### config.mk
export PLATFORM = sky130hd
export DESIGN_NAME = mrs_scaling
export DESIGN_NICKNAME = d
export VERILOG_FILES = /design/src/core/mrs_pkg.sv /design/src/core/mrs_scaling.sv
export VERILOG_INCLUDE_DIRS = /design/src /design/src/core
export SDC_FILE = /design/constraint.sdc
export NUM_CORES = 1
export LEC_CHECK = 0
export BUFFER_PORTS_ARGS = -buffer_cell sky130_fd_sc_hd__buf_2
export CAP_MARGIN = 25
export CORE_ASPECT_RATIO = 0.6
export CORE_UTILIZATION = 53
export CTS_CLUSTER_DIAMETER = 60
export CTS_CLUSTER_SIZE = 24
export DETAILED_ROUTE_END_ITERATION = 6
export PLACE_DENSITY = 0.74
export SLEW_MARGIN = 20
export SYNTH_ARGS = -nofsm -noshare
export SYNTH_HDL_FRONTEND = slang
export SYNTH_SLANG_ARGS = --single-unit
### constraint.sdc
create_clock -name mclk -period 5.74 [get_ports mclk]
set_input_delay 0 -clock mclk [delete_from_list [all_inputs] [get_ports mclk]]
set_output_delay 0 -clock mclk [all_outputs]
set_load 0.02 [all_outputs]
### src/core/mrs_consts.svh
// Register indices, reset values and datapath constants for result scaling.
`ifndef MRS_CONSTS_SVH
`define MRS_CONSTS_SVH
// Register index; the byte address on the bus is four times the index.
`define MRS_IDX_SHIFT_A 8'h8e
`define MRS_IDX_SHIFT_B 8'h8f
`define MRS_IDX_GAIN 8'h92
`define MRS_IDX_OFFSET 8'ha2
`define MRS_IDX_READING 8'h64
// Address width on the bus and the bits that carry the index.
`define MRS_ADDR_W 12
`define MRS_IDX_LSB 2
// Reset values: unity gain, zero offset, no shift.
`define MRS_GAIN_RST 16'h8000
`define MRS_OFFSET_RST 16'h0000
`define MRS_SHIFT_RST 3'h0
// Gain is a fraction with this many bits below the point.
`define MRS_GAIN_FRAC 15
`define MRS_CLAMP 16'hfff8
`define MRS_SHIFT_MAX 3'h4
// Bus answers.
`define MRS_RESP_OKAY 2'h0
`define MRS_RESP_SLVERR 2'h2
`endif

### src/core/mrs_pkg.sv
// Types shared by the monitor result scaling block.
`include "mrs_consts.svh"
package mrs_pkg;
	typedef struct packed {
		logic awvalid;
		logic [`MRS_ADDR_W-1:0] awaddr;
		logic wvalid;
		logic [31:0] wdata;
		logic [3:0] wstrb;
		logic bready;
		logic arvalid;
		logic [`MRS_ADDR_W-1:0] araddr;
		logic rready;
	} mrs_axi_req_s;

	typedef struct packed {
		logic awready;
		logic wready;
		logic bvalid;
		logic [1:0] bresp;
		logic arready;
		logic rvalid;
		logic [31:0] rdata;
		logic [1:0] rresp;
	} mrs_axi_rsp_s;

	typedef struct packed {
		logic valid;
		logic [1:0] chan;
		logic [11:0] raw;
	} mrs_conv_s;

	typedef struct packed {
		logic [3:0][15:0] gain;
		logic [3:0][15:0] offset;
		logic [3:0][2:0] shift;
		logic [3:0][15:0] reading;
		logic s1Valid;
		logic [1:0] s1Chan;
		logic [16:0] s1Scaled;
		logic awRdy;
		logic awHeld;
		logic awBad;
		logic [7:0] awIdx;
		logic wRdy;
		logic wHeld;
		logic wLane0;
		logic [7:0] wData;
		logic bValid;
		logic [1:0] bResp;
		logic arRdy;
		logic rValid;
		logic [31:0] rData;
		logic [1:0] rResp;
	} mrs_state_s;
endpackage : mrs_pkg

### src/core/mrs_scaling.sv
// Gain, offset, clamp and shift datapath with its AXI4-Lite register file.
`timescale 1ns/1ps
`include "mrs_consts.svh"
// How it works
// Each of the four channels is scaled with its own gain and offset.
// Readings are 16 bits: zero at calibrated null, FFF0h for a full-scale conversion at unity gain.
// Gain is 16 bits, every bit writable; a larger gain reads larger.
// Offset is added after gain, so a negated null reading reads zero.
// An overflow is held at FFF8h divided by two to the shift count.
// The 12-bit conversion sits left-justified in 16 bits, low nibble zero.
// Shift counts 0 to 4 are honoured, larger field values act as 4.
// Shift fields are 3 bits, reset 0: 8Eh bits 6:4 and 2:0, 8Fh bits 6:4.
// Gain pairs sit at 92h-99h, offset pairs at A2h-A9h, in channel order.
// Gain, offset, clamp, shift apply in order before the reading updates.
module mrs_scaling
(
	// Clock and reset.
	input wire logic mclk,
	input wire logic reset_n,
	// Converter front end, same clock domain.
	input wire mrs_pkg::mrs_conv_s conv,
	// Register bus.
	input wire mrs_pkg::mrs_axi_req_s axiReq,
	output mrs_pkg::mrs_axi_rsp_s axiRsp
);
	mrs_pkg::mrs_state_s st_r;
	mrs_pkg::mrs_state_s st_nxt;
	logic doWrite;

	// Effective shift; the supply channel has no shift field.
	function automatic logic [2:0] shiftOf(input mrs_pkg::mrs_state_s s,
		input logic [1:0] ch);
		logic [2:0] f;
		f = s.shift[ch];
		if (ch == 2'h0)
			f = 3'h0;
		else if (f > `MRS_SHIFT_MAX)
			f = `MRS_SHIFT_MAX;
		return f;
	endfunction : shiftOf

	// Offset add, clamp and shift of one gain-scaled value.
	function automatic logic [15:0] finish(input logic [16:0] scaled,
		input logic [15:0] ofs, input logic [2:0] sh);
		logic signed [18:0] sum;
		logic [15:0] lim;
		logic [15:0] cl;
		sum = $signed({2'b00, scaled}) + $signed({{3{ofs[15]}}, ofs});
		lim = `MRS_CLAMP >> sh;
		if (sum < 0)
			cl = 16'h0000;
		else if (sum > $signed({3'b000, lim}))
			cl = lim;
		else
			cl = sum[15:0];
		return cl << sh;
	endfunction : finish

	// Left-justify the conversion and multiply by the gain fraction.
	function automatic logic [16:0] scale(input logic [11:0] raw,
		input logic [15:0] g);
		logic [31:0] p;
		p = {raw, 4'h0} * g;
		return p[`MRS_GAIN_FRAC +: 17];
	endfunction : scale

	// Register read decode: hit flag and byte of data.
	function automatic logic [8:0] regRead(input mrs_pkg::mrs_state_s s,
		input logic [7:0] idx);
		logic [7:0] rel;
		logic [8:0] r;
		r = 9'h000;
		if (idx == `MRS_IDX_SHIFT_A)
			r = {1'b1, 1'b0, s.shift[1], 1'b0, s.shift[2]};
		else if (idx == `MRS_IDX_SHIFT_B)
			r = {1'b1, 1'b0, s.shift[3], 4'h0};
		else if (idx >= `MRS_IDX_GAIN && idx < `MRS_IDX_GAIN + 8'h08)
		begin
			rel = idx - `MRS_IDX_GAIN;
			r = {1'b1, rel[0] ? s.gain[rel[2:1]][7:0]
				: s.gain[rel[2:1]][15:8]};
		end
		else if (idx >= `MRS_IDX_OFFSET && idx < `MRS_IDX_OFFSET + 8'h08)
		begin
			rel = idx - `MRS_IDX_OFFSET;
			r = {1'b1, rel[0] ? s.offset[rel[2:1]][7:0]
				: s.offset[rel[2:1]][15:8]};
		end
		else if (idx >= `MRS_IDX_READING && idx < `MRS_IDX_READING + 8'h08)
		begin
			rel = idx - `MRS_IDX_READING;
			r = {1'b1, rel[0] ? s.reading[rel[2:1]][7:0]
				: s.reading[rel[2:1]][15:8]};
		end
		return r;
	endfunction : regRead

	// Next state: bus channels, register writes and the two-stage datapath.
	always_comb
	begin
		logic [7:0] rel;
		logic [8:0] rd;
		logic ok;
		rel = 8'h00;
		rd = 9'h000;
		ok = 1'b0;
		st_nxt = st_r;
		doWrite = 1'b0;
		// Address and data are taken independently, in either order.
		if (st_r.awRdy && axiReq.awvalid)
		begin
			st_nxt.awHeld = 1'b1;
			st_nxt.awIdx = axiReq.awaddr[`MRS_IDX_LSB +: 8];
			st_nxt.awBad = |axiReq.awaddr[`MRS_ADDR_W-1:`MRS_IDX_LSB+8];
		end
		if (st_r.wRdy && axiReq.wvalid)
		begin
			st_nxt.wHeld = 1'b1;
			st_nxt.wData = axiReq.wdata[7:0];
			st_nxt.wLane0 = axiReq.wstrb[0];
		end
		if (st_r.awHeld && st_r.wHeld && !st_r.bValid)
		begin
			doWrite = 1'b1;
			st_nxt.awHeld = 1'b0;
			st_nxt.wHeld = 1'b0;
			st_nxt.bValid = 1'b1;
			ok = !st_r.awBad;
			rel = st_r.awIdx - `MRS_IDX_GAIN;
			if (st_r.awBad)
				ok = 1'b0;
			else if (st_r.awIdx == `MRS_IDX_SHIFT_A)
			begin
				if (st_r.wLane0)
				begin
					st_nxt.shift[1] = st_r.wData[6:4];
					st_nxt.shift[2] = st_r.wData[2:0];
				end
			end
			else if (st_r.awIdx == `MRS_IDX_SHIFT_B)
			begin
				if (st_r.wLane0)
					st_nxt.shift[3] = st_r.wData[6:4];
			end
			else if (rel < 8'h08)
			begin
				if (st_r.wLane0 && rel[0])
					st_nxt.gain[rel[2:1]][7:0] = st_r.wData;
				else if (st_r.wLane0)
					st_nxt.gain[rel[2:1]][15:8] = st_r.wData;
			end
			else if (st_r.awIdx >= `MRS_IDX_OFFSET
				&& st_r.awIdx < `MRS_IDX_OFFSET + 8'h08)
			begin
				rel = st_r.awIdx - `MRS_IDX_OFFSET;
				if (st_r.wLane0 && rel[0])
					st_nxt.offset[rel[2:1]][7:0] = st_r.wData;
				else if (st_r.wLane0)
					st_nxt.offset[rel[2:1]][15:8] = st_r.wData;
			end
			else
				ok = 1'b0; // Readings and holes are not writable.
			st_nxt.bResp = ok ? `MRS_RESP_OKAY : `MRS_RESP_SLVERR;
		end
		if (st_r.bValid && axiReq.bready)
			st_nxt.bValid = 1'b0;
		// Read: one answer outstanding, data captured at the handshake.
		if (st_r.rValid && axiReq.rready)
			st_nxt.rValid = 1'b0;
		if (st_r.arRdy && axiReq.arvalid)
		begin
			rd = regRead(st_r, axiReq.araddr[`MRS_IDX_LSB +: 8]);
			if (|axiReq.araddr[`MRS_ADDR_W-1:`MRS_IDX_LSB+8])
				rd = 9'h000;
			st_nxt.rValid = 1'b1;
			st_nxt.rData = {24'h000000, rd[7:0]};
			st_nxt.rResp = rd[8] ? `MRS_RESP_OKAY : `MRS_RESP_SLVERR;
		end
		st_nxt.awRdy = !st_nxt.awHeld && !st_nxt.bValid;
		st_nxt.wRdy = !st_nxt.wHeld && !st_nxt.bValid;
		st_nxt.arRdy = !st_nxt.rValid;
		// Stage one multiplies; stage two finishes and stores, so the
		// reading only ever changes to a fully processed value.
		st_nxt.s1Valid = conv.valid;
		st_nxt.s1Chan = conv.chan;
		st_nxt.s1Scaled = scale(conv.raw, st_r.gain[conv.chan]);
		if (st_r.s1Valid)
			st_nxt.reading[st_r.s1Chan] = finish(st_r.s1Scaled,
				st_r.offset[st_r.s1Chan], shiftOf(st_r, st_r.s1Chan));
	end

	// State register.
	always_ff @(posedge mclk or negedge reset_n)
	begin
		if (!reset_n)
		begin
			st_r <= '0;
			st_r.gain <= {4{`MRS_GAIN_RST}};
			st_r.offset <= {4{`MRS_OFFSET_RST}};
			st_r.shift <= {4{`MRS_SHIFT_RST}};
		end
		else
			st_r <= st_nxt;
	end

	// Bus outputs come straight from state flops.
	assign axiRsp.awready = st_r.awRdy;
	assign axiRsp.wready = st_r.wRdy;
	assign axiRsp.bvalid = st_r.bValid;
	assign axiRsp.bresp = st_r.bResp;
	assign axiRsp.arready = st_r.arRdy;
	assign axiRsp.rvalid = st_r.rValid;
	assign axiRsp.rdata = st_r.rData;
	assign axiRsp.rresp = st_r.rResp;
endmodule : mrs_scaling

Yosys cells after proc, flatten, opt, wreduce, memory -nomap -nowiden
Cells that the tools add are included.
Widths: inputs -> output; s select.

storage, ports and cells
  register bits after elaboration = 258
  bits of input ports = 82

cells by class
  eq/ne operators = 4
  add/sub/neg operators = 6
  $mul = 1
  order comparisons = 22
  shifts and indexed selects = 2
  bitwise operators = 4
  multiplexer cells = 63
  reductions and logical operators = 33

operators with widths
  operator               number
  $bwmux 64              5
  $mux 64                4
  $mux 16                11
  $bmux 16 s2            5
  $demux 16 s2           5
  $mux 9                 7
  $mux 8                 5
  $mux 35                1
  $eq 8x8->1 const B     4
  $mul 12x16->28         1
  $ge 8x8->1 const B     3
  $lt 8x8->1 const B     3
  $lt 2x3->1 const B     7
  $mux 10                2
  $add 18x16->19         1
  $gt 19x17->1           1
  $lt 19x1->1 const B    1
  $logic_and 1x1->1      18
  $shl 16x3->16          1
  $shr 16x3->16 const A  1
  $mux 3                 5
  $mux 1                 10
  $sub 3x2->3 const B    3
  $ge 8x7->1 const B     1
  other kinds (17)       30

Longest topological paths before layout
  depth after elaboration = 14
  gate-level depth with buffers = 25
  mapped depth without buffers = 22

Worst setup path after synthesis
OpenSTA, ideal clock, no wires.

  path kind = in2reg
  from = input port conv[12] (netlist bit)
  to = register st_r[77] (netlist bit)
  slack = -0.627 ns
  arrival time = 6.243 ns
  stages on the path = 24
  path buffers = 3
  required time = 5.616 ns
  cells stage by stage = buf_6 buf_1 mux4_2 clkbuf_1 and2_1 fa_1 inv_1 fa_1 inv_1 fa_1 fa_1 inv_1 fa_1 inv_1 ha_1 o21a_1 o21a_1 and3_1 a21oi_1 o21ai_1 a311o_1 a21o_1 a21oi_1 xnor2_1

RTL lines
  element               line                source
  from (decl)           mrs_scaling.sv:21   input wire mrs_pkg::mrs_conv_s conv,
  to (signal assigned)  mrs_scaling.sv:203  st_r <= st_nxt;
  to (decl)             mrs_scaling.sv:26   mrs_pkg::mrs_state_s st_r;

==> flow_summary.json <==
{
  "dieArea_sq_mm": 0.03796,
  "drt_iter0_drc": 1346,
  "synthFlopType": "dfrtp_1",
  "n_antenna_cell": 0,
  "worstMarginPinSlew_ps": 1023,
  "numClockSinks": 256,
  "syn_inst": 1816,
  "synth_top_area_share_pct": 32.02,
  "postSynthAreaPerCell_sq_um": 10.85,
  "worstHoldPathCells": 4,
  "wl_per_cell_um": 21.61,
  "grt_first_pass_wirelength_um": 82370,
  "slew_headroom_pct": 31.54,
  "p_leak_nw": 10.84,
  "setup_violations": 2,
  "intPower_w": 0.003133,
  "vias": 14400,
  "netSwitchingFraction_pct": 34.31,
  "port_buffers": 65,
  "wirelength_um": 52550,
  "via_per_inst": 5.920,
  "async_flop_share_pct": 100.0,
  "place_area_sq_mm": 0.02092,
  "grt_max_degree": 114,
  "die_w_um": 250.9,
  "synth_seq_cells": 256,
  "rsz0062_at_grt": "true",
  "cts_buffers": 14,
  "hold_violations": 0,
  "drv_slew": 0,
  "drive_above_1_share_pct": 28.12,
  "critPathArrivalTime_ps": 6200,
  "drc": 0,
  "initial_core_util_pct": 53.98,
  "p_switching_w": 0.001636,
  "min_from": "axiReq[64]",
  "setup_ws_ps": -32.60,
  "synth_area_sq_mm": 0.01970,
  "finalCriticalPeriod_ps": 5773,
  "hpwl_um": 39690,
  "power_frac_clock_pct": 23.9,
  "grt_overflow": 0,
  "antenna_found_initial": 2,
  "min_to": "st_r[58]",
  "violations": "setup timing",
  "core_area_sq_mm": 0.03649,
  "p_per_area_mw_per_mm2": 214.6,
  "ys_seq_area_share_pct": 32.55,
  "regToRegEndpoint": "st_r[77]",
  "cp-start-kind": "flip-flop",
  "first_pass_iters": 5,
  "multiInputGateArea_sq_mm": 0.01230,
  "cts_max_level": 1,
  "crit_required_ps": 6170,
  "whs_ps": 65.82,
  "clock_path_buffers": 3,
  "critPathKind": "reg -> reg",
  "ant_nets": 0,
  "maxCapViolCount": 0,
  "ios": 123,
  "critPathMaxFanout": 3,
  "yosys.area.top_type": "dfrtp_1",
  "globalplace.congestion": 0.9873,
  "synth.distinct_cells": 79,
  "final.setup_skew_ps": 37.71,
  "outcome": "complete, but fails checks",
  "finalCritPeriodShare_pct": 100.6,
  "seq_area_sq_mm": 0.006412,
  "cp-end-kind": "flip-flop",
  "cts_tree": "yes",
  "r2r-start": "st_r[225]",
  "synth_warnings": 0,
  "synth_area_leaders": "dfrtp_1 (32%), fa_1 (14%), mux2_2 (9.3%), mux4_2 (9.1%), ha_1 (5.8%)",
  "grt_pass1_vias": 14620,
  "fillers": 2878,
  "hp-class": "in -> reg",
  "combPwrFrac_pct": 27.2,
  "cts-root-buf": "clkbuf_16",
  "synth_edf_count": 0,
  "place_ws_ps": -305.4,
  "stdcell_area_sq_mm": 0.02222,
  "timing.fmax_mhz": 173.2,
  "power.total_w": 0.004769,
  "worstRegToRegCells": 22,
  "nets": 2264,
  "ir_drop_uv": 339.6,
  "grtUsageTotal_pct": 28.51,
  "die_h_um": 151.3,
  "insertion_delay_ps": 530,
  "r2r_slack_ps": -30,
  "area_growth_pct": 12.80,
  "cts.clk_slew.worst_paths_ps": 90,
  "fp-row-count": 54,
  "pwr-share-seq_pct": 48.9
}
[worst max path at each step]
stage | from | end | slack, ps | cells past startpoint
3_3_place_gp | st_r[258] | st_r[77] | -100 | 19
3_5_place_dp | st_r[275] | st_r[77] | -310 | 21
5_1_grt | st_r[273] | st_r[77] | -220 | 22
4_1_cts | st_r[274] | st_r[77] | -40 | 19
2_1_floorplan | st_r[276] | st_r[77] | 0.7 | 20
6_report | st_r[225] | st_r[77] | -30 | 22
[logic make-up after synthesis]
| group | synth area share, % |
|---|---|
| muxes | 19.73 |
| DFF | 32.55 |
| and+or+nand+nor | 10.79 |
| buffers and inverters | 7.248 |
| AOI/OAI and AO/OA | 8.138 |
| other | 0.01904 |
| adders and majority gates | 20.07 |
| xor gates and xnor gates | 1.455 |
[metal layers]
metal | global-route usage, % | up-vias | part of all wire, %
met1 | 40.45 | 7332 | 44
met2 | 40.97 | 585 | 42
met4 | 6.494 | 2 | 2.1
met3 | 11.38 | 84 | 12
met5 | 0 | - | 0.025
li1 | - | 6394 | -
[layout by cell type, fill, tap and decap left out, drive strengths merged, types with 36 or more instances in the layout]
cell and instances:
mux4 80, and2 68, mux2 162, fa 140, buf 193, inv 200, o21ai 80, nor2 69
a21oi 36, ha 92, dfrtp 252, nand2 238
[power groups by stage]
stage / clock network (W) / registers, W / logic, W
floorplan: 0 / 0.00217 / 0.000949
global placement: 0 / 0.00234 / 0.00116
detailed placement: 0 / 0.00236 / 0.00120
CTS: 0.00115 / 0.00232 / 0.00126
global route: 0.00121 / 0.00237 / 0.00142
finish: 0.00114 / 0.00233 / 0.00130
[through the flow]
| stage | util (%) | setup TNS [ps] | cells |
|---|---|---|---|
| 2_1_floorplan | - | 0 | 1844 |
| 3_3_place_gp | 57.33 | -187.6 | 2358 |
| 3_5_place_dp | 57.33 | -1379 | 2358 |
| 4_1_cts | 60.50 | -42.91 | 2428 |
| 5_1_grt | 60.90 | -817.8 | 2432 |
| 6_report | 60.90 | -36.39 | 2432 |
[area by class of cell]
cell class,count,share of cell area [%]
Timing Repair Buffer,222,7.738
Clock inverter,2,0.2084
Sequential cell,256,28.86
Clock buffer,20,1.768
Inverter,200,3.379
Tap cell,476,2.681
Multi-Input combinational cell,1256,55.36
[cell usage after synthesis, types with 15 or more instances]
cell and count:
a21oi_1 35, a22o_1 26, and2_1 68, buf_4 42
clkbuf_1 71, dfrtp_1 252, fa_1 140, ha_1 92
inv_1 199, mux2_2 162, mux2i_1 26, mux4_2 80
nand2_1 238, nand3_1 15, nor2_1 68, o21ai_0 75
xnor2_1 23
[what timing repair did]
action / in CTS / in global routing
resized for setup: 66 / 27
hold buffers: 29 / 0
pin swaps: 64 / 26
gates cloned: 0 / 0
setup endpoints to repair: 10 / 24
buffers inserted: 19 / 3
hold endpoints to repair: 146 / 0
[critical path: stages (launching register included)]
cell and delay, ps:
dfrtp_1 400, mux4_2 530, buf_6 160, and2_4 130, fa_2 630, inv_2 60
fa_2 530, inv_2 40, fa_2 330, fa_1 480, inv_1 50, fa_1 490
inv_2 50, ha_4 160, a211oi_4 230, a221oi_2 100, o31a_1 270, a21oi_2 170
o21ai_2 90, a311o_1 290, a21o_1 200, a21oi_2 150, xnor2_1 120
[sequential cells by signal, summed over array words and instances (netlist names)]
name	count
st_r	241
axiRsp	15
Note: power is estimated with default switching activity, not from simulation.
